## src/design/opb_consts.svh

```systemverilog
`ifndef OPB_CONSTS_SVH
`define OPB_CONSTS_SVH

// ----------------------------------------------------------------------
// clock and self-timed operation times
// ----------------------------------------------------------------------
`define OPB_CLK_PERIOD_NS 4
`define OPB_OTP_PROGRAM_TIME_NS 200000
`define OPB_PAGE_COPY_TIME_NS 200000
`define OPB_PAGE_COMPARE_TIME_NS 200000
`define OPB_ERASE_PROGRAM_TIME_NS 20000000
`define OPB_TIMER_W 24

// ----------------------------------------------------------------------
// opcodes
// ----------------------------------------------------------------------
`define OPB_OPC_OTP_PROG 8'h9B
`define OPB_OPC_OTP_READ 8'h77
`define OPB_OPC_XFER_B1 8'h53
`define OPB_OPC_XFER_B2 8'h55
`define OPB_OPC_CMP_B1 8'h60
`define OPB_OPC_CMP_B2 8'h61
`define OPB_OPC_REWR_B1 8'h58
`define OPB_OPC_REWR_B2 8'h59
`define OPB_OPC_STATUS 8'hD7
`define OPB_HDR_FILL 8'h00

// ----------------------------------------------------------------------
// frame layout and field positions
// ----------------------------------------------------------------------
`define OPB_HDR_BYTES 3'h4
`define OPB_LAST_BIT 3'h7
`define OPB_PA528_HI 22
`define OPB_PA528_LO 10
`define OPB_PA512_HI 21
`define OPB_PA512_LO 9
`define OPB_OTP_HALF 64
`define OPB_DENSITY_CODE 4'hD
`define OPB_PROTECT_OFF 1'b0
`define OPB_STAT2_LOW 7'h00

`endif

```

## src/design/opb_pkg.sv

```systemverilog
package opb_pkg;

  // sequencer state
  typedef enum logic [0:0] {
    SEQ_READY = 1'b0,
    SEQ_BUSY = 1'b1
  } opb_seq_e;

  // self-timed operation kinds
  typedef enum logic [2:0] {
    OP_NONE = 3'b000,
    OP_OTP = 3'b001,
    OP_XFER = 3'b010,
    OP_CMP = 3'b011,
    OP_REWR = 3'b100
  } opb_op_e;

  // request to the main array
  typedef struct packed {
    logic valid;
    opb_op_e op;
    logic buf2;
    logic [12:0] page;
  } opb_array_cmd_s;

  // serial pins, synchronised
  typedef struct packed {
    logic sck;
    logic cs_n;
    logic si;
  } opb_spi_s;

endpackage

```

## src/design/opb_otp_page_ops.sv

```systemverilog
`timescale 1ns/1ps
`include "opb_consts.svh"
// Operation
// RULE_01: 128-byte security area: bytes 0-63 user OTP, 64-127 factory unique.
// RULE_02: user half programs once only, never erased or rewritten afterwards; here a reset with I_OTP_DONE_STRAP low permits another program.
// RULE_03: factory half is fixed; no command path writes it.
// RULE_04: user half programs without any erase step first.
// RULE_05: host sends 9B 00 00 00 then 64 data bytes, chip select low.
// RULE_06: chip select rise starts self-timed OTP program, busy throughout.
// RULE_07: host supplies all 64 bytes; missing bytes are undefined.
// RULE_08: beyond 64 data bytes the write pointer wraps to location 0.
// RULE_09: OTP program uses buffer 1 as working storage, overwriting it.
// RULE_10: opcode 77 plus three dummies, then area bytes out from location 0.
// RULE_11: past the last byte data undefined; chip select rise floats output.
// RULE_12: host sends 53/55 plus three address bytes for page-to-buffer copy.
// RULE_13: 528 mode address: one dummy bit, 13-bit page, ten dummy bits.
// RULE_14: 512 mode address: two dummy bits, page in bits 21-9, nine dummies.
// RULE_15: latch only while chip select low; copy starts on rise, busy.
// RULE_16: host sends 60/61 plus three address bytes for page compare.
// RULE_17: compare on chip select rise, busy for compare time, result bit 6.
// RULE_18: host sends 58/59 plus three address bytes for page refresh.
// RULE_19: refresh copies page to buffer, reprograms it, busy until done.
// RULE_20: host refreshes every page within 50,000 sector erase/programs.
// RULE_21: compare bit is 0 on match and 1 on any difference.
// RULE_22: status bit 7 is 0 while busy, 1 when ready.
// RULE_23: status read with D7 is accepted at any time, even while busy.
// RULE_24: nonvolatile programmed flag blocks any later OTP program command; here locked_reg is a register reloaded from I_OTP_DONE_STRAP at reset.
// RULE_25: page address layout follows the stored page-size setting.
module opb_otp_page_ops
  import opb_pkg::*;
#(
  parameter int P_OTP_PROG_CYC =
    `OPB_OTP_PROGRAM_TIME_NS / `OPB_CLK_PERIOD_NS,
  parameter int P_COPY_CYC = `OPB_PAGE_COPY_TIME_NS / `OPB_CLK_PERIOD_NS,
  parameter int P_CMP_CYC = `OPB_PAGE_COMPARE_TIME_NS / `OPB_CLK_PERIOD_NS,
  parameter int P_REWR_CYC =
    `OPB_ERASE_PROGRAM_TIME_NS / `OPB_CLK_PERIOD_NS,
  parameter logic [7:0] P_UID_SEED = 8'hA5 // arbitrary value
) (
  // clock and reset
  input wire logic I_REF_CLK,
  input wire logic I_SYS_RST,
  // serial link pins
  input wire logic I_SCK,
  input wire logic I_CS_N,
  input wire logic I_SI,
  output logic O_SO,
  output logic O_SO_OE,
  // configuration straps
  input wire logic I_PAGE_512,
  input wire logic I_OTP_DONE_STRAP,
  // main array
  output opb_array_cmd_s O_ARRAY_CMD,
  input wire logic I_ARRAY_DIFF,
  // buffer 1 write port
  output logic O_BUF1_WE,
  output logic [5:0] O_BUF1_ADDR,
  output logic [7:0] O_BUF1_DATA,
  // status
  output logic O_READY,
  output logic O_COMP_DIFF,
  output logic O_OTP_LOCKED
);

  // ----------------------------------------------------------------------
  // pin synchronisers
  // ----------------------------------------------------------------------
  opb_spi_s s1_reg, s2_reg;
  logic sck_d_reg, cs_d_reg, cfg1_reg, cfg2_reg;

  // two flops per pin before any logic reads it
  always_ff @(posedge I_REF_CLK) begin
    s1_reg <= '{sck: I_SCK, cs_n: I_CS_N, si: I_SI};
    s2_reg <= s1_reg;
    sck_d_reg <= s2_reg.sck;
    cs_d_reg <= s2_reg.cs_n;
    cfg1_reg <= I_PAGE_512;
    cfg2_reg <= cfg1_reg;
  end

  logic sck_rise, sck_fall, cs_low, cs_fall, cs_rise;
  assign sck_rise = s2_reg.sck & ~sck_d_reg;
  assign sck_fall = ~s2_reg.sck & sck_d_reg;
  assign cs_low = ~s2_reg.cs_n;
  assign cs_fall = ~s2_reg.cs_n & cs_d_reg;
  assign cs_rise = s2_reg.cs_n & ~cs_d_reg;

  // ----------------------------------------------------------------------
  // security area storage
  // ----------------------------------------------------------------------
  logic [7:0] user_mem [`OPB_OTP_HALF];
  logic [7:0] stage_mem [`OPB_OTP_HALF];
  logic [7:0] uid_rom [`OPB_OTP_HALF];
  logic commit;

  // factory half: constant per device, no write path
  genvar gi;
  generate
    for (gi = 0; gi < `OPB_OTP_HALF; gi++) begin : g_uid
      assign uid_rom[gi] = P_UID_SEED ^ 8'(gi * 37); // RULE_01 RULE_03
    end
  endgenerate

  // ----------------------------------------------------------------------
  // serial shifter and command capture
  // ----------------------------------------------------------------------
  logic [2:0] bit_cnt_reg, bit_cnt_next, byte_cnt_reg, byte_cnt_next;
  logic [7:0] rx_reg, rx_next, opc_reg, opc_next, tx_reg, tx_next;
  logic [23:0] addr_reg, addr_next;
  logic hdr_ok_reg, hdr_ok_next, so_reg, so_next, oe_reg, oe_next;
  logic st_sel_reg, st_sel_next;
  logic [5:0] wptr_reg, wptr_next;
  logic [6:0] rptr_reg, rptr_next;
  logic [7:0] rx_byte, stat1, stat2, rd_byte;
  logic stage_we;
  opb_seq_e seq_reg, seq_next;
  logic comp_reg, comp_next, locked_reg, locked_next;

  assign rx_byte = {rx_reg[6:0], s2_reg.si};
  assign stat1 = {seq_reg == SEQ_READY, comp_reg, `OPB_DENSITY_CODE,
                  `OPB_PROTECT_OFF, cfg2_reg}; // RULE_21 RULE_22
  assign stat2 = {seq_reg == SEQ_READY, `OPB_STAT2_LOW}; // RULE_22
  assign rd_byte = rptr_reg[6] ? uid_rom[rptr_reg[5:0]]
                               : user_mem[rptr_reg[5:0]]; // RULE_10

  // next state of the shifter
  always_comb begin
    bit_cnt_next = bit_cnt_reg;
    byte_cnt_next = byte_cnt_reg;
    rx_next = rx_reg;
    opc_next = opc_reg;
    addr_next = addr_reg;
    hdr_ok_next = hdr_ok_reg;
    wptr_next = wptr_reg;
    rptr_next = rptr_reg;
    tx_next = tx_reg;
    so_next = so_reg;
    oe_next = oe_reg;
    st_sel_next = st_sel_reg;
    stage_we = 1'b0;
    if (cs_fall) begin
      bit_cnt_next = '0;
      byte_cnt_next = '0;
      hdr_ok_next = 1'b1;
      wptr_next = '0;
      rptr_next = '0;
      st_sel_next = 1'b0;
    end else if (cs_low && sck_rise) begin // RULE_15
      rx_next = rx_byte;
      bit_cnt_next = bit_cnt_reg + 3'h1;
      if (bit_cnt_reg == `OPB_LAST_BIT) begin
        if (byte_cnt_reg != `OPB_HDR_BYTES) begin
          byte_cnt_next = byte_cnt_reg + 3'h1;
        end
        if (byte_cnt_reg == 3'h0) begin
          opc_next = rx_byte;
        end else if (byte_cnt_reg != `OPB_HDR_BYTES) begin
          addr_next = {addr_reg[15:0], rx_byte};
          if (rx_byte != `OPB_HDR_FILL) begin
            hdr_ok_next = 1'b0; // RULE_05
          end
        end else if (opc_reg == `OPB_OPC_OTP_PROG && hdr_ok_reg &&
                     !locked_reg && seq_reg == SEQ_READY) begin // RULE_24
          stage_we = 1'b1; // RULE_09
          wptr_next = wptr_reg + 6'h1; // RULE_08
        end
      end
    end
    // output: on status reads load a byte at each byte boundary after the opcode, on OTP reads after the four header bytes, else shift
    if (!cs_low) begin
      oe_next = 1'b0; // RULE_11
    end else if (sck_fall) begin
      if (bit_cnt_reg == 3'h0 && byte_cnt_reg != 3'h0 &&
          opc_reg == `OPB_OPC_STATUS) begin // RULE_23
        tx_next = st_sel_reg ? stat2 : stat1;
        st_sel_next = ~st_sel_reg;
        so_next = tx_next[7];
        oe_next = 1'b1;
      end else if (bit_cnt_reg == 3'h0 && byte_cnt_reg == `OPB_HDR_BYTES &&
                   opc_reg == `OPB_OPC_OTP_READ) begin
        tx_next = rd_byte; // RULE_10 RULE_11
        rptr_next = rptr_reg + 7'h1;
        so_next = tx_next[7];
        oe_next = 1'b1;
      end else if (oe_reg) begin
        tx_next = {tx_reg[6:0], 1'b0};
        so_next = tx_reg[6];
      end
    end
  end

  // shifter registers
  always_ff @(posedge I_REF_CLK) begin
    if (I_SYS_RST) begin
      bit_cnt_reg <= '0;
      byte_cnt_reg <= '0;
      rx_reg <= '0;
      opc_reg <= '0;
      addr_reg <= '0;
      hdr_ok_reg <= 1'b0;
      wptr_reg <= '0;
      rptr_reg <= '0;
      tx_reg <= '0;
      so_reg <= 1'b0;
      oe_reg <= 1'b0;
      st_sel_reg <= 1'b0;
    end else begin
      bit_cnt_reg <= bit_cnt_next;
      byte_cnt_reg <= byte_cnt_next;
      rx_reg <= rx_next;
      opc_reg <= opc_next;
      addr_reg <= addr_next;
      hdr_ok_reg <= hdr_ok_next;
      wptr_reg <= wptr_next;
      rptr_reg <= rptr_next;
      tx_reg <= tx_next;
      so_reg <= so_next;
      oe_reg <= oe_next;
      st_sel_reg <= st_sel_next;
    end
  end

  // staging memory, mirrored to buffer 1
  always_ff @(posedge I_REF_CLK) begin
    if (stage_we) begin
      stage_mem[wptr_reg] <= rx_byte; // RULE_09
    end
    if (commit) begin
      user_mem <= stage_mem; // RULE_02 RULE_04
    end
  end

  // ----------------------------------------------------------------------
  // self-timed sequencer
  // ----------------------------------------------------------------------
  opb_op_e op_reg, op_next;
  logic [`OPB_TIMER_W-1:0] tmr_reg, tmr_next;
  opb_array_cmd_s cmd_reg, cmd_next;
  logic [12:0] page;
  logic full_hdr;

  assign page = cfg2_reg ? addr_reg[`OPB_PA512_HI:`OPB_PA512_LO]
                         : addr_reg[`OPB_PA528_HI:`OPB_PA528_LO];
  assign full_hdr = byte_cnt_reg == `OPB_HDR_BYTES; // RULE_13 RULE_14 RULE_25

  // launch on chip select rise, count down, finish
  always_comb begin
    seq_next = seq_reg;
    op_next = op_reg;
    tmr_next = tmr_reg;
    comp_next = comp_reg;
    locked_next = locked_reg;
    cmd_next = cmd_reg;
    cmd_next.valid = 1'b0;
    commit = 1'b0;
    case (seq_reg)
      SEQ_READY: begin
        if (cs_rise && full_hdr) begin
          cmd_next.page = page;
          cmd_next.buf2 = opc_reg[0];
          case (opc_reg)
            `OPB_OPC_OTP_PROG: begin
              if (hdr_ok_reg && !locked_reg) begin // RULE_24
                op_next = OP_OTP;
                tmr_next = `OPB_TIMER_W'(P_OTP_PROG_CYC - 1); // RULE_06
                locked_next = 1'b1; // RULE_02
              end
            end
            `OPB_OPC_XFER_B1, `OPB_OPC_XFER_B2: begin
              cmd_next.buf2 = opc_reg == `OPB_OPC_XFER_B2;
              op_next = OP_XFER;
              tmr_next = `OPB_TIMER_W'(P_COPY_CYC - 1); // RULE_15
            end
            `OPB_OPC_CMP_B1, `OPB_OPC_CMP_B2: begin
              op_next = OP_CMP;
              tmr_next = `OPB_TIMER_W'(P_CMP_CYC - 1); // RULE_17
            end
            `OPB_OPC_REWR_B1, `OPB_OPC_REWR_B2: begin
              op_next = OP_REWR;
              tmr_next = `OPB_TIMER_W'(P_REWR_CYC - 1); // RULE_19
            end
            default: op_next = OP_NONE;
          endcase
          if (op_next != OP_NONE) begin
            seq_next = SEQ_BUSY;
            cmd_next.valid = op_next != OP_OTP;
            cmd_next.op = op_next;
          end
        end
      end
      SEQ_BUSY: begin
        if (tmr_reg == '0) begin
          seq_next = SEQ_READY;
          op_next = OP_NONE;
          if (op_reg == OP_CMP) begin
            comp_next = I_ARRAY_DIFF; // RULE_17 RULE_21
          end
          commit = op_reg == OP_OTP; // RULE_06
        end else begin
          tmr_next = tmr_reg - `OPB_TIMER_W'(1);
        end
      end
      default: seq_next = SEQ_READY;
    endcase
  end

  // sequencer registers; the programmed flag is loaded from its strap
  always_ff @(posedge I_REF_CLK) begin
    if (I_SYS_RST) begin
      seq_reg <= SEQ_READY;
      op_reg <= OP_NONE;
      tmr_reg <= '0;
      comp_reg <= 1'b0;
      locked_reg <= I_OTP_DONE_STRAP; // RULE_24
      cmd_reg <= '0;
    end else begin
      seq_reg <= seq_next;
      op_reg <= op_next;
      tmr_reg <= tmr_next;
      comp_reg <= comp_next;
      locked_reg <= locked_next;
      cmd_reg <= cmd_next;
    end
  end

  // ----------------------------------------------------------------------
  // outputs
  // ----------------------------------------------------------------------
  assign O_SO = so_reg;
  assign O_SO_OE = oe_reg;
  assign O_ARRAY_CMD = cmd_reg;
  assign O_BUF1_WE = stage_we;
  assign O_BUF1_ADDR = wptr_reg;
  assign O_BUF1_DATA = rx_byte;
  assign O_READY = seq_reg == SEQ_READY;
  assign O_COMP_DIFF = comp_reg;
  assign O_OTP_LOCKED = locked_reg;

endmodule

```

## config.mk

```make
export PLATFORM = sky130hd
export DESIGN_NAME = opb_otp_page_ops
export DESIGN_NICKNAME = d
export VERILOG_FILES = /design/src/design/opb_pkg.sv /design/src/design/opb_otp_page_ops.sv
export VERILOG_INCLUDE_DIRS = /design/src /design/src/design
export SDC_FILE = /design/constraint.sdc
export NUM_CORES = 1
export LEC_CHECK = 0
export BUFFER_PORTS_ARGS = -buffer_cell sky130_fd_sc_hd__buf_2
export CAP_MARGIN = 10
export CORE_MARGIN = 2
export CORE_UTILIZATION = 56
export DETAILED_ROUTE_END_ITERATION = 12
export GPL_TIMING_DRIVEN = 0
export PLACE_DENSITY = 0.83
export RECOVER_POWER = 50
export SLEW_MARGIN = 20
export SYNTH_ARGS = -nofsm -noshare
export SYNTH_HDL_FRONTEND = slang
export SYNTH_SLANG_ARGS = --single-unit
```

## constraint.sdc

```tcl
create_clock -name I_REF_CLK -period 24.1 [get_ports I_REF_CLK]
set_input_delay 6.025 -clock I_REF_CLK [delete_from_list [all_inputs] [get_ports I_REF_CLK]]
set_output_delay 6.025 -clock I_REF_CLK [all_outputs]
set_load 0.05 [all_outputs]
```

# Word level (Yosys, flattened, before mapping)
# Memories as Yosys holds them, arrays and structs flattened.
# Index checks and enable logic that the tools add are counted.
# totals
register_bits	1150
mem_bits_ro	512
out_inout_bits	38
elab_cells	319
memories	1
# memory_table
memory	words	width	rd	rd_clocked_by_memory_dff	wr	line	source
(no name shown)	64	8	1	0	0	opb_otp_page_ops.sv:123	assign rd_byte = rptr_reg[6] ? uid_rom[rptr_reg[5:0]]
# classes
n_addsub	5
magnitude_cmp	3
n_eq_ne	22
n_mux	64
bitwise	17
n_reduce_logical	48
# ops
operator	n
$bwmux W512	1
$mux W24	3
$pmux W24 S3	1
$mux W7	9
$eq A8 B7 Y1 const B	7
$bmux W8 S6	1
$demux W8 S6	1
$mux W8	6
$pmux W24 S2	1
$mux W1	32
$logic_not A24 Y1	1
$sub A24 B1 Y24 const B	1
$eq A8 B8 Y1 const B	2
$reduce_bool A2 Y1	8
$mux W3	5
$reduce_and A5 Y1	3
$ge A7 B7 Y1 const B	2
$not A6 Y7	2
$mux W13	1
$pmux W3 S4	1
$reduce_and A3 Y1	4
$reduce_and A4 Y1	3
$logic_and A1 B1 Y1	11
$not A1 Y1	11
other kinds (23)	42

# Longest topological paths before layout
# logic_depth
ltp_word	10
depth_mapped	12

# Worst setup path before layout
# Ideal clock, no wire load.
# synth_path
path_kind	register -> register
start	register tmr_reg[7]
end	register user_mem[0] (netlist name), enable pin
arrival_ps	23200
required_time_ps	22700
path_slack_ps	-500
path_stages_with_launch	9
n_path_buf	2
path_cell_list	dfxtp_1 -> or4_1 -> or4_1 -> buf_2 -> or2_0 -> clkbuf_1 -> nor4_1 -> nand4_1 -> nor2_1
# synth_between
elab_chain_cells	3
# synth_lines
element	line	source
from (decl)	opb_otp_page_ops.sv:237	logic [`OPB_TIMER_W-1:0] tmr_reg, tmr_next;
from (signal assigned)	opb_otp_page_ops.sv:319	tmr_reg <= tmr_next;
$logic_not A24 Y1	opb_otp_page_ops.sv:292	if (tmr_reg == '0) begin
$mux W1	opb_otp_page_ops.sv:292	
$mux W1	opb_otp_page_ops.sv:256	case (seq_reg)
via commit	opb_otp_page_ops.sv:94	logic commit;
to (signal assigned)	opb_otp_page_ops.sv:229	user_mem <= stage_mem;
to (decl)	opb_otp_page_ops.sv:91	logic [7:0] user_mem [`OPB_OTP_HALF];
# The timed path passes the listed nets, and every way through them passes these cells.
# A chain may end at the register's enable or synchronous reset.

# Final worst setup path
# layout_path
start	register rx_reg[2]
end	output O_BUF1_DATA[3]
# layout_rtl
element	line	source
from (decl)	opb_otp_page_ops.sv:108	logic [7:0] rx_reg, rx_next, opc_reg, opc_next, tx_reg, tx_next;
from (signal assigned)	opb_otp_page_ops.sv:210	rx_reg <= rx_next;
to (decl)	opb_otp_page_ops.sv:58	output logic [7:0] O_BUF1_DATA,
# No word-level cell between the ends.

==> flow_summary.toml <==
[timing]
period_share = 0.433
worstMarginPinSlew_ps = 3630
slew_violations = 502
fin_worst_skew_ps = 34.9
fmax_mhz = 95.8
hold_violations = 0
setup_tns_ps = 0
relSlewSlack = -1.42
grt_setup_unrepaired = "no"
period_needed_ps = 10440
setup_violations = 0

[logic_synthesis]
synthTopCellsByCount = "edfxtp_1, nor2_1, dfxtp_1"
synthAdderAreaFrac = 0.00482
synth-main-ff-cell = "edfxtp_1"
synth.distinct_cells = 72
synth_largest_area_cell = "edfxtp_1"
synth_area_leaders = "edfxtp_1, mux4_2, dfxtp_1"
ys_ff_latch = 1150
synth_compound_area_frac = 0.0387
synth_nets = 2246
syn_area_um2 = 41500
synthMuxAreaShare = 0.0864
synth_warnings = 0
netlist_instances = 2222
synth_top_area_frac = 0.741
synthXorXnorAreaFrac = 0.00190
synth-async-reset-ratio = 0
yosysMostFrequentCell = "edfxtp_1"
synth.avg_cell_area_um2 = 18.7
synth_top_family_by_area = "multiplexers"
synth_simple_gate_area_frac = 0.0544
synth-edff-count = 1025
ys_seq_area_frac = 0.801

[global_route]
gr-usage-all-layers = 0.283
grt_pass1_wl_um = 156000
grt-ovfl-total = 0
antenna_found_initial = 3
grt_max_degree = 71
grt_pass1_vias = 22808

[place]
dpl_cell_area_um2 = 43600
numPortBuffers = 45
dp_hpwl_um = 66000
gp_congestion = 0.912

[floorplan]
ios = 46
start_util = 0.567
core_um2 = 73200
dieWidth_um = 276
rows = 99
die_area_um2 = 76400
die_h_um = 276

[flow_run]
cap_violations = 11

[setup_path]
crit_buf_inv = 2
path_cells = "clkbuf_1 -> buf_2"
max_stage_delay_ps = 2110
path_delay_family = "buffers and inverters"
cp-start-kind = "register"
worstSetupStartpoint = "rx_reg[2]$_SDFFE_PP0P_"
critical_path.max_fanout = 50
crit_arrival_ps = 4410
critPathKind = "reg2out"
crit_path_top_delay_cell = "clkbuf_1"
crit_path_end_kind = "output port"
regToRegStartpoint = "tmr_reg[7]$_SDFFE_PP0P_"
worstPathRequired_ps = 18070

[pwr]
leakage_nw = 14.7
irDropWorstVdd_mv = 0.0803
power_density_nw_per_um2 = 82.7

[final_layout]
syn_to_final_growth_pct = 13.2
diodes = 0
fin_nets = 2425
drive_gt1_frac = 0.166
fin_area_um2 = 47000

[cts]
ctsHoldBuffers = 0
cts_resized = 0
cts_tree = "yes"
cts_root_buffer = "clkbuf_16"
cts.clk_slew.worst_paths_ps = 70
cts_buffer_depth = 3
clk_latency_ps = 690
cts.sinks = 1150
cts_buffers = 105
post_cts_buffers = 0
htreeDepth = 3

[outcome]
violations = "max-capacitance violations, max-slew violations"
status = "finished with violations"

[detailed_routing]
vias = 22670
wirelength_um = 108000
firstDrtPassIters = 8
drt_first_iter_violations = 3306
ant_nets = 0
via_per_inst = 6.57
drcViolationCount = 0
avgRoutedWirePerCell_um = 31.4

[hold_path]
hold_path.class = "reg2reg"
hp-start = "s1_reg[0]$_DFF_P_"
## logic make-up after synthesis
logic type / count (synthesis)
buf+inv: 116
flops: 1150
xor+xnor: 9
simple gates: 470
compound gates: 251
fa+ha+maj: 16
mux: 210
## area by class of cell
class | instances | area (um2)
well taps | 959 | 1200
clock inverters | 69 | 817
clock buffers | 126 | 2750
plain buffers | 98 | 453
fillers | 4615 | 26200
repair buffers | 72 | 663
inverters | 18 | 67.6
flip-flops and latches | 1150 | 33300
multi-input cells | 956 | 7760
## report_power, final
part / switching [mW] / total, mW / internal [mW]
sequential: 0.00125 / 2.14 / 2.14
combinational: 0.0114 / 0.0141 / 0.00276
clock: 0.740 / 1.73 / 0.991
## placed cells by master, fill, tap and decap left out, types with 31 or more instances in the layout
cell	instances
clkbuf_1	76
nand2_1	123
nor2_1	150
nand3_1	34
dfxtp_1	124
edfxtp_1	1025
mux4_2	118
mux2i_1	85
clkbuf_16	106
o21ai_0	31
a21oi_1	92
buf_2	65
## final timing paths
kind,slack (ps),cells after the start,end
max,13660,2,O_BUF1_DATA[3]
max reg2reg,18320,12,user_mem[194]$_DFFE_PP_
min,330,0,O_BUF1_DATA[0]$_DFF_P_
min reg2reg,330,0,O_BUF1_DATA[0]$_DFF_P_
## through the flow
step	power [mW]	hold slack (ps)	util	cells	setup WS (ps)
floorplan	2.19	310	-	2222	8180
global placement	2.20	316	0.587	3226	3830
detailed placement	2.20	314	0.596	3253	15470
CTS	3.90	328	0.645	3448	14700
global route	3.96	333	0.642	3448	13490
finish	3.89	327	0.642	3448	13660
## per-layer routing
metal | track usage | vias up | part of all wire
li1 | - | 9154 | -
met1 | 0.364 | 11374 | 0.35
met2 | 0.463 | 1758 | 0.48
met3 | 0.0637 | 384 | 0.11
met4 | 0.138 | 0 | 0.056
met5 | 0 | - | 0
No activity file was read; power rests on OpenSTA's default activity.
